### config.mk
export PLATFORM = sky130hd
export DESIGN_NAME = mfib_top
export DESIGN_NICKNAME = d
export VERILOG_FILES = /design/src/logic/mfib_pkg.sv /design/src/logic/mfib_top.sv /design/src/logic/mfib_sync.sv /design/src/logic/mfib_flag_reg.sv
export VERILOG_INCLUDE_DIRS = /design/src /design/src/logic
export SDC_FILE = /design/constraint.sdc
export NUM_CORES = 1
export LEC_CHECK = 0
export ABC_AREA = 1
export BUFFER_PORTS_ARGS = -buffer_cell sky130_fd_sc_hd__buf_2
export CORE_MARGIN = 1
export CORE_UTILIZATION = 60
export DETAILED_ROUTE_END_ITERATION = 10
export PLACE_DENSITY = 0.82
export SYNTH_ARGS = -nofsm -noshare
export SYNTH_HDL_FRONTEND = slang
export SYNTH_SLANG_ARGS = --single-unit
export TNS_END_PERCENT = 100
### constraint.sdc
create_clock -name clk -period 3.3 [get_ports clk]
set_input_delay 0.66 -clock clk [delete_from_list [all_inputs] [get_ports clk]]
set_output_delay 0.66 -clock clk [all_outputs]
set_load 0.01 [all_outputs]
### src/logic/mfib_regs.svh
// register offsets, field positions and reset values of the interrupt flag bank
// assumes: included by bare name from package and modules
`ifndef MFIB_REGS_SVH
`define MFIB_REGS_SVH

`define MFIB_ADDR_W        2
`define MFIB_OFS_TMR_A     2'h0
`define MFIB_OFS_SER0_TMRB 2'h1
`define MFIB_OFS_SER1_TMRC 2'h2
`define MFIB_OFS_WAKE      2'h3

`define MFIB_BIT_SER_F     6
`define MFIB_BIT_CMPA_F    5
`define MFIB_BIT_CMPP_F    4
`define MFIB_BIT_SER_E     2
`define MFIB_BIT_CMPA_E    1
`define MFIB_BIT_CMPP_E    0

`define MFIB_MASK_TMR      8'h33
`define MFIB_MASK_SER      8'h77
`define MFIB_RESET_VAL     8'h00
`define MFIB_NUM_REGS      3

`endif

### src/logic/mfib_pkg.sv
// types shared by the interrupt flag bank modules
// assumes: mfib_regs.svh on the include path
`include "mfib_regs.svh"
package mfib_pkg;
	typedef logic [7:0]               mfib_byte_t;
	typedef logic [`MFIB_ADDR_W-1:0]  mfib_addr_t;
	typedef enum logic [1:0] {
		MFIB_ST_RUN,
		MFIB_ST_LOWPWR
	} mfib_pwr_t;
endpackage

### src/logic/mfib_top.sv
// multifunction interrupt flag bank: three flag/enable registers, request outputs, wake-up
// assumes: event inputs are single-cycle or level pulses from other clock domains,
// software on a plain strobe port with read data one cycle after the read strobe
//
// Decided for this implementation: the placing of the registers and the strobed register port.
`timescale 1ns/100ps
`include "mfib_regs.svh"

// Notes on behaviour
// register 0 bit 5 is timer A compare-A request flag, read/write.
// register 0 bit 4 is timer A compare-P request flag, read/write.
// register 0 bit 1 enables compare-A, bit 0 enables compare-P of timer A.
// register 1 bit 6 is serial port A request flag, read/write.
// register 1 bit 2 enables serial port A request.
// register 1 bit 5 is timer B compare-A request flag.
// register 1 bit 4 is timer B compare-P request flag.
// register 1 bit 1 enables timer B compare-A request.
// register 1 bit 0 enables timer B compare-P request.
// register 2 bit 6 is serial port B request flag.
// register 2 bit 2 enables serial port B request.
// register 2 bit 5 is periodic timer C compare-A request flag.
// register 2 bit 4 is periodic timer C compare-P request flag.
// register 2 bit 1 enables timer C compare-A request.
// register 2 bit 0 enables timer C compare-P request.
// unimplemented bits read zero and ignore writes.
// source event sets its flag regardless of enable.
// request forwarded only with enable set, and only with global enable; here global_irq_en gates only mf_irq, not the mf_req outputs.
// any flag becoming set wakes from sleep or idle.
// each register requests while any enabled flag is set.
module mfib_top
	import mfib_pkg::*;
(
	input  wire logic       clk,
	input  wire logic       reset_n,
	input  wire logic       clk_en,
	input  wire mfib_pkg::mfib_addr_t reg_addr,
	input  wire mfib_pkg::mfib_byte_t reg_wdata,
	input  wire logic       reg_wr,
	input  wire logic       reg_rd,
	output mfib_pkg::mfib_byte_t reg_rdata,
	input  wire logic       global_irq_en,
	input  wire logic       tmr_a_cmpa_evt,
	input  wire logic       tmr_a_cmpp_evt,
	input  wire logic       tmr_b_cmpa_evt,
	input  wire logic       tmr_b_cmpp_evt,
	input  wire logic       tmr_c_cmpa_evt,
	input  wire logic       tmr_c_cmpp_evt,
	input  wire logic       serial_a_evt,
	input  wire logic       serial_b_evt,
	input  wire logic       sleep_req,
	output logic [2:0]      mf_req,
	output logic            mf_irq,
	output logic            wake
);
	// ----------------------------------------------------------------
	// event synchronisation and edge detect
	// ----------------------------------------------------------------
	localparam int NEVT = 8;

	logic [NEVT-1:0] evt_raw;
	logic [NEVT-1:0] evt_sync;
	logic [NEVT-1:0] evt_prev_q;
	logic [NEVT-1:0] evt_pulse;

	assign evt_raw = {serial_b_evt, tmr_c_cmpa_evt, tmr_c_cmpp_evt,
	                  serial_a_evt, tmr_b_cmpa_evt, tmr_b_cmpp_evt,
	                  tmr_a_cmpa_evt, tmr_a_cmpp_evt};

	mfib_sync #(
		.WIDTH (NEVT)
	) u_evt_sync (
		.clk      (clk),
		.reset_n  (reset_n),
		.clk_en   (clk_en),
		.async_in (evt_raw),
		.sync_out (evt_sync)
	);

	always_ff @(posedge clk or negedge reset_n) begin
		if (!reset_n) begin
			evt_prev_q <= '0;
		end else if (clk_en) begin
			evt_prev_q <= evt_sync;
		end
	end

	// one set pulse per rising edge of a source condition
	assign evt_pulse = evt_sync & ~evt_prev_q;

	// ----------------------------------------------------------------
	// register bank
	// ----------------------------------------------------------------
	mfib_byte_t   reg_val [`MFIB_NUM_REGS];
	logic [2:0]   reg_set [`MFIB_NUM_REGS];
	logic [`MFIB_NUM_REGS-1:0] reg_rise;

	// set vector order per register: {serial, cmpa, cmpp}
	assign reg_set[0] = {1'b0, evt_pulse[1], evt_pulse[0]};
	assign reg_set[1] = {evt_pulse[4], evt_pulse[3], evt_pulse[2]};
	assign reg_set[2] = {evt_pulse[7], evt_pulse[6], evt_pulse[5]};

	genvar gi;
	generate
		for (gi = 0; gi < `MFIB_NUM_REGS; gi++) begin : g_reg
			localparam mfib_byte_t MASK = (gi == 0) ? `MFIB_MASK_TMR : `MFIB_MASK_SER;
			mfib_flag_reg #(
				.IMPL_MASK (MASK)
			) u_reg (
				.clk       (clk),
				.reset_n   (reset_n),
				.clk_en    (clk_en),
				.wr_en     (reg_wr && !reg_rd && (reg_addr == mfib_addr_t'(gi))),
				.wr_data   (reg_wdata),
				.set_pulse (reg_set[gi]),
				.value     (reg_val[gi]),
				.req       (mf_req[gi]),
				.flag_rise (reg_rise[gi])
			);
		end
	endgenerate

	// master enable gates the combined request toward the core
	assign mf_irq = global_irq_en & (|mf_req);

	// ----------------------------------------------------------------
	// low-power wake-up
	// ----------------------------------------------------------------
	mfib_pwr_t pwr_q;

	always_ff @(posedge clk or negedge reset_n) begin
		if (!reset_n) begin
			pwr_q <= MFIB_ST_RUN;
		end else if (clk_en) begin
			case (pwr_q)
				MFIB_ST_RUN: begin
					if (sleep_req) pwr_q <= MFIB_ST_LOWPWR;
				end
				MFIB_ST_LOWPWR: begin
					if (|reg_rise) pwr_q <= MFIB_ST_RUN;
				end
				default: pwr_q <= MFIB_ST_RUN;
			endcase
		end
	end

	// already-set flags cannot rise again, so they do not wake
	assign wake = (pwr_q == MFIB_ST_LOWPWR) && (|reg_rise);

	// ----------------------------------------------------------------
	// read port
	// ----------------------------------------------------------------
	always_ff @(posedge clk or negedge reset_n) begin
		if (!reset_n) begin
			reg_rdata <= `MFIB_RESET_VAL;
		end else if (clk_en) begin
			if (reg_rd) begin
				case (reg_addr)
					`MFIB_OFS_TMR_A:     reg_rdata <= reg_val[0];
					`MFIB_OFS_SER0_TMRB: reg_rdata <= reg_val[1];
					`MFIB_OFS_SER1_TMRC: reg_rdata <= reg_val[2];
					`MFIB_OFS_WAKE:      reg_rdata <= {7'h00, pwr_q == MFIB_ST_LOWPWR};
					default:             reg_rdata <= `MFIB_RESET_VAL;
				endcase
			end else begin
				reg_rdata <= `MFIB_RESET_VAL;
			end
		end
	end
endmodule

### src/logic/mfib_sync.sv
// two flip-flop synchroniser for event inputs coming from outside the clock domain
// assumes: clk, asynchronous active-low reset, clock enable
`timescale 1ns/100ps
module mfib_sync #(
	parameter int WIDTH = 8
) (
	input  wire logic             clk,
	input  wire logic             reset_n,
	input  wire logic             clk_en,
	input  wire logic [WIDTH-1:0] async_in,
	output logic      [WIDTH-1:0] sync_out
);
	logic [WIDTH-1:0] meta_q;

	always_ff @(posedge clk or negedge reset_n) begin
		if (!reset_n) begin
			meta_q   <= '0;
			sync_out <= '0;
		end else if (clk_en) begin
			meta_q   <= async_in;
			sync_out <= meta_q;
		end
	end
endmodule

### src/logic/mfib_flag_reg.sv
// one 8-bit flag/enable register with hardware set, software write and request output
// assumes: set_pulse already synchronous to clk; mask selects implemented bits
`timescale 1ns/100ps
`include "mfib_regs.svh"
module mfib_flag_reg
	import mfib_pkg::*;
#(
	parameter mfib_byte_t IMPL_MASK = `MFIB_MASK_TMR
) (
	input  wire logic       clk,
	input  wire logic       reset_n,
	input  wire logic       clk_en,
	input  wire logic       wr_en,
	input  wire mfib_byte_t wr_data,
	input  wire logic [2:0] set_pulse,
	output mfib_byte_t      value,
	output logic            req,
	output logic            flag_rise
);
	logic [2:0] set_vec;
	mfib_byte_t reg_q;
	mfib_byte_t reg_d;

	// set positions: cmpp, cmpa, serial flag
	assign set_vec = set_pulse & {IMPL_MASK[`MFIB_BIT_SER_F], IMPL_MASK[`MFIB_BIT_CMPA_F], IMPL_MASK[`MFIB_BIT_CMPP_F]};

	always_comb begin
		reg_d = reg_q;
		if (wr_en) begin
			reg_d = wr_data & IMPL_MASK;
		end
		// hardware set wins over a software clear, enable not consulted
		if (set_vec[0]) reg_d[`MFIB_BIT_CMPP_F] = 1'b1;
		if (set_vec[1]) reg_d[`MFIB_BIT_CMPA_F] = 1'b1;
		if (set_vec[2]) reg_d[`MFIB_BIT_SER_F]  = 1'b1;
	end

	always_ff @(posedge clk or negedge reset_n) begin
		if (!reset_n) begin
			reg_q <= `MFIB_RESET_VAL;
		end else if (clk_en) begin
			reg_q <= reg_d;
		end
	end

	assign value = reg_q & IMPL_MASK;
	// flag nibble [6:4] gated by enable nibble [2:0]
	assign req = |(reg_q[6:4] & reg_q[2:0] & IMPL_MASK[6:4]);
	assign flag_rise = clk_en & |(reg_d[6:4] & ~reg_q[6:4] & IMPL_MASK[6:4]);
endmodule

==> results of run 1 <==
## cells in the mapped netlist, types with 2 or more instances
library cell	count
buf_4	5
a221oi_1	2
inv_2	2
o21ai_0	28
nor2_1	2
clkbuf_1	7
nand3_1	14
nor2_2	2
a22o_1	2
nand2_4	2
nand2_2	11
o22ai_1	4
nor2_4	4
a21oi_1	4
nand3_2	4
nand2_1	111
inv_1	27
dfrtp_1	47
## placed cells by master, fill, tap and decap left out, types with 4 or more instances in the layout
cell | synthesis | routed
buf_2 | 0 | 33
clkbuf_8 | 0 | 5
nor2_4 | 4 | 4
inv_1 | 27 | 27
o21ai_0 | 28 | 28
dfrtp_1 | 47 | 47
o22ai_1 | 4 | 4
nand3_1 | 14 | 14
a21oi_1 | 4 | 4
nand2_2 | 11 | 11
nand2_1 | 111 | 111
nand3_2 | 4 | 4
## path summary, 6_finish.rpt
path,start,end,slack (ns),depth (start not counted)
worst max-delay path,reg_rd,wake,0.65,10
worst min-delay path,u_evt_sync.meta_q[6]$_DFFE_PN0P_,u_evt_sync.meta_q[6]$_DFFE_PN0P_,0.47,2
worst max register to register,u_evt_sync.sync_out[1]$_DFFE_PN0P_,pwr_q[0]$_DFFE_PN0P_,2.19,7
worst min register to register,u_evt_sync.meta_q[6]$_DFFE_PN0P_,u_evt_sync.meta_q[6]$_DFFE_PN0P_,0.47,2
max in group asynchronous,reset_n,g_reg[1].u_reg.reg_q[0]$_DFFE_PN0P_,2.16,1
min in group asynchronous,reset_n,evt_prev_q[4]$_DFFE_PN0P_,0.53,1
## power breakdown
group | leakage [nW] | internal, mW | switching (mW)
registers | 0.585 | 0.658 | 0.0541
logic | 0.751 | 0.120 | 0.200
clock network | 0.0371 | 0.141 | 0.174
## critical path: stages
cell and delay (ns):
buf_2 0.12, nor2_2 0.42, nand2_1 0.13, nand2_1 0.09, nand3_1 0.09, nand2_2 0.09
nand2_4 0.05, nor2_4 0.12, a21oi_1 0.07, buf_2 0.14
## kinds of logic after synthesis
family / count (synthesis) / share of synthesized area
other: 1 / 0.001625
and+or+nand+nor: 151 / 0.2983
buffers and inverters: 43 / 0.08298
AOI/OAI and AO/OA: 43 / 0.1074
DFF: 47 / 0.5098
## sequential cells by signal (all words and copies together), names as in the netlist
name / cells
pwr_q: 1
reg_rdata: 6
u_evt_sync.meta_q: 8
g.u_reg.reg_q: 16
u_evt_sync.sync_out: 8
evt_prev_q: 8
## per-layer routing
layer / wire length (um) / part of all wire / up-vias
li1: - / - / 948
met1: 2129 / 0.47 / 863
met4: 115 / 0.025 / 0
met2: 2085 / 0.46 / 43
met3: 208 / 0.046 / 12
met5: 0 / 0 / -
## metrics by stage
step | hold slack [ns] | util | instance area (um2)
5_1_grt | 0.4959 | 0.6941 | 2541
4_1_cts | 0.4784 | 0.6941 | 2541
3_5_place_dp | 0.4592 | 0.6743 | 2469
6_report | 0.4747 | 0.6941 | 2541
2_1_floorplan | 0.3644 | - | 2311
3_3_place_gp | 0.4543 | 0.6743 | 2469
## area by class of cell
type / instances / share of cell area
multi-input combinational: 196 / 0.3712
inverter: 29 / 0.04284
tap: 48 / 0.02363
clock buffer: 6 / 0.02856
timing repair buffer: 35 / 0.07090
sequential: 47 / 0.4628
==> metrics.cfg, run 1 <==
[place]
place_inst=355
hpwlAfterDp_um=3248
place.port_buffers=33
gp_congestion=0.9102
place_ws_ns=0.6636

[die]
rows=22
pin_count=38
fp.dieH_um=64.01
die_w_um=64.01
fp.coreArea_um2=3661
die-area_um2=4097
start_util=0.6302

[global_routing]
grt_usage=0.2570
antenna_found_initial=0
grt_busiest_layer=met2
first_global_vias=1791
grt_max_degree=48
grt_overflow_total=0
gr-usage-met3=0.06429
use_met1=0.3385
grt_pass1_wl_um=7907
use_met2=0.4003

[clock_tree]
clockBufferDepth=2
clock-sinks=47
postCtsSetupBuffers=0
insertion_delay_ns=0.30
cts_tree=built
cts_hold_buf=0
cts.clk_slew.worst_paths_ns=0.07
clockRootBuffer=clkbuf_8
htreeDepth=2
cts_buffers=5
post_cts_resized=0

[finish]
area_growth_pct=10.14
n_fill_cell=306
drive_above_1_share=0.2141
nets=339
stdcell_count=361
multiInputGateArea_um2=943.4
seqCellArea_um2=1176
antenna_cells=0

[yosys]
yosys.area.top_type=dfrtp_1
synthCells=285
yosysSeqAreaShare=0.5098
syn_avg_cell_area_um2=8.095
synthFlopType=dfrtp_1
synth-edff-count=0
synthTopCellsByArea=dfrtp_1 51%, nand2_1 18%, o21ai_0 6.1%
yosys_warnings=0
synth-seq-cells=47
ys_types=25
synth_area_um2=2307
async_flop_share=1.000
synth_top_area_frac=0.5098

[critical_path]
path_max_fanout=11
worstSetupPathType=in -> out
cp.arrival_ns=1.99
required_ns=2.64
end_kind=output port
cp-start-kind=input pin

[detailed_routing]
drt_iter0_markers=122
drc=0
drt.antenna.violating_nets=0
dr.pass1.iters=4
wl_um=4538
via_count=1866
via_per_inst=5.169
wl_per_cell_um=12.57

[power]
p_per_area_nw_per_um2=530.3
power_mw=1.348
leakage_nw=1.374
max-vdd-ir-drop_mv=0.3756

[sta]
worst_slack_ns=0.6524
rsz0062_at_grt=no
min_period_ns=2.648
hold_violations=0
worstMarginPinSlew_ns=0.9985
slew_viol_final=0
clock.fmax_mhz=377.7
skew_ns=0.006259
finalSetupTns_ns=0
setup_violations=0
slew-limit-headroom=0.3343
finalCritPeriodShare=0.8023

[job]
maxCapViolCount=0

[outcome]
status=finished clean

[min_path]
min_path_type=reg -> reg

Power figures use the tool's default switching activity.
==> run 2, diff against run 1 <==
--- a/config.mk
+++ b/config.mk
@@ -9,9 +9,9 @@
 export ABC_AREA = 1
 export BUFFER_PORTS_ARGS = -buffer_cell sky130_fd_sc_hd__buf_2
 export CORE_MARGIN = 1
-export CORE_UTILIZATION = 60
+export CORE_UTILIZATION = 56
 export DETAILED_ROUTE_END_ITERATION = 10
-export PLACE_DENSITY = 0.82
+export PLACE_DENSITY = 0.77
 export SYNTH_ARGS = -nofsm -noshare
 export SYNTH_HDL_FRONTEND = slang
 export SYNTH_SLANG_ARGS = --single-unit
==> constraint.sdc (replaced) <==
create_clock -name clk -period 2.47 [get_ports clk]
set_input_delay 0.494 -clock clk [delete_from_list [all_inputs] [get_ports clk]]
set_output_delay 0.494 -clock clk [all_outputs]
set_load 0.01 [all_outputs]
==> run 2 against run 1 <==
Clock power is 46% higher. Worst hold slack got worse by 0.21 ns. Sequential power is 33% higher. Highest routed layer unchanged.
==> metrics.cfg, run 2 (same netlist as run 1, synthesis figures left out) <==
[finish]
drive_above_1_share=0.2222
finalInstanceArea_um2=2564
stdcell_count=363
layout_common_cells=111 x nand2_1, 47 x dfrtp_1, 33 x buf_2
regMostFlops=g.u_reg.reg_q
nets=340
antenna_cells=0
area_growth_pct=11.12
largest_reg_flops=16
finish.utilization=0.6749
final_common_cell=nand2_1

[clock_tree]
cts_hold_buf=0
cts_tree=built
cts_buffers=5
postCtsSetupBuffers=0
htreeDepth=2
insertion_delay_ns=0.30
clockBufferDepth=2
clock-sinks=47
clockRootBuffer=clkbuf_8
post_cts_resized=0
cts.clk_slew.worst_paths_ns=0.08

[critical_path]
path_max_fanout=8
critical_path.slowest_cell=nor2_2
cp_cell_sequence=buf_2 > nor2_2 > nand2_1 > nand2_1 > nand3_1 > nand2_2 > nand2_4 > nor2_4 > a21oi_1 > buf_2
critical_path.top_delay_family=simple AND/OR/NAND/NOR gates
cp_slowest_stage_delay_ns=0.29
cp_num_buf_inv=2
required_ns=1.98
end_kind=output port
cp.arrival_ns=1.71
worstSetupPathType=in -> out
cp-start-kind=input pin

[die]
die_w_um=66.19
die-area_um2=4380
start_util=0.6074
rows=22
fp.coreArea_um2=3799
fp.dieH_um=66.19
pin_count=38

[sta]
slew-limit-headroom=0.5156
setup_violations=0
clock.fmax_mhz=454.2
hold_violations=0
skew_ns=0.005664
finalCritPeriodShare=0.8914
finalSetupTns_ns=0
rsz0062_at_grt=no
min_period_ns=2.202
slew_viol_final=0
worstMarginPinSlew_ns=0.7258

[global_routing]
grt_max_degree=48
antenna_found_initial=0
first_global_vias=1863
grt_usage=0.2477
grt_pass1_wl_um=8017
grt_overflow_total=0

[place]
place_area_um2=2476
place.port_buffers=33
gp_congestion=0.8658
hpwlAfterDp_um=3240
place_inst=356

[detailed_routing]
via_count=1884
drt.antenna.violating_nets=0
wl_um=4522
drc=0
drt_iter0_markers=208
dr.pass1.iters=4
wl_per_cell_um=12.46
via_per_inst=5.190

[power]
max-vdd-ir-drop_mv=0.4021
power_mw=1.838
leakage_nw=1.389
p_per_area_nw_per_um2=717.1

[min_path]
min_path_type=in -> async

[job]
maxCapViolCount=0

[outcome]
status=finished clean

==> run 2: per-layer routing <==
metal  GRT usage  vias to the layer above  wire [um]  part of all wire
li1            -                      946          -                 -
met3     0.04310                        7        233             0.052
met4      0.1090                        0         70             0.015
met1      0.3284                      879       2091              0.46
met2      0.3980                       52       2127              0.47
met5           0                        -          0                 0
==> run 2: final timing paths <==
| check | startpoint | end | slack, ns | cells after the start |
|---|---|---|---|---|
| hold reg to reg | u_evt_sync.meta_q[6]$_DFFE_PN0P_ | u_evt_sync.meta_q[6]$_DFFE_PN0P_ | 0.47 | 2 |
| min in group clk | serial_a_evt | u_evt_sync.meta_q[4]$_DFFE_PN0P_ | 0.40 | 3 |
| max in group asynchronous | reset_n | g_reg[0].u_reg.reg_q[0]$_DFFE_PN0P_ | 1.81 | 2 |
| hold / removal | reset_n | u_evt_sync.sync_out[4]$_DFFE_PN0P_ | 0.27 | 2 |
| setup / recovery | reg_addr[1] | wake | 0.27 | 10 |
| setup reg to reg | u_evt_sync.sync_out[0]$_DFFE_PN0P_ | pwr_q[0]$_DFFE_PN0P_ | 1.37 | 7 |
==> run 2: metrics by stage <==
| step | hold slack [ns] | setup WS [ns] |
|---|---|---|
| global route | 0.3268 | 0.1214 |
| detailed placement | 0.4588 | 0.3009 |
| CTS | 0.2921 | 0.2804 |
| global placement | 0.4542 | 0.3235 |
| finish | 0.2693 | 0.2682 |
| floorplan | 0.1984 | 0.5816 |
==> run 2: layout make-up <==
cell class	instances	area (um2)
clock buffer	6	82.58
clock inverter	1	5.005
fill	314	1235
inverter	29	108.9
multi-input combinational	196	943.4
sequential	47	1176
tap	48	60.06
timing repair buffer	36	187.7
==> run 2: power by group <==
part	total [mW]	switching, mW	internal, mW
sequential	0.950	0.0715	0.879
clock	0.460	0.240	0.220
combinational	0.428	0.266	0.162
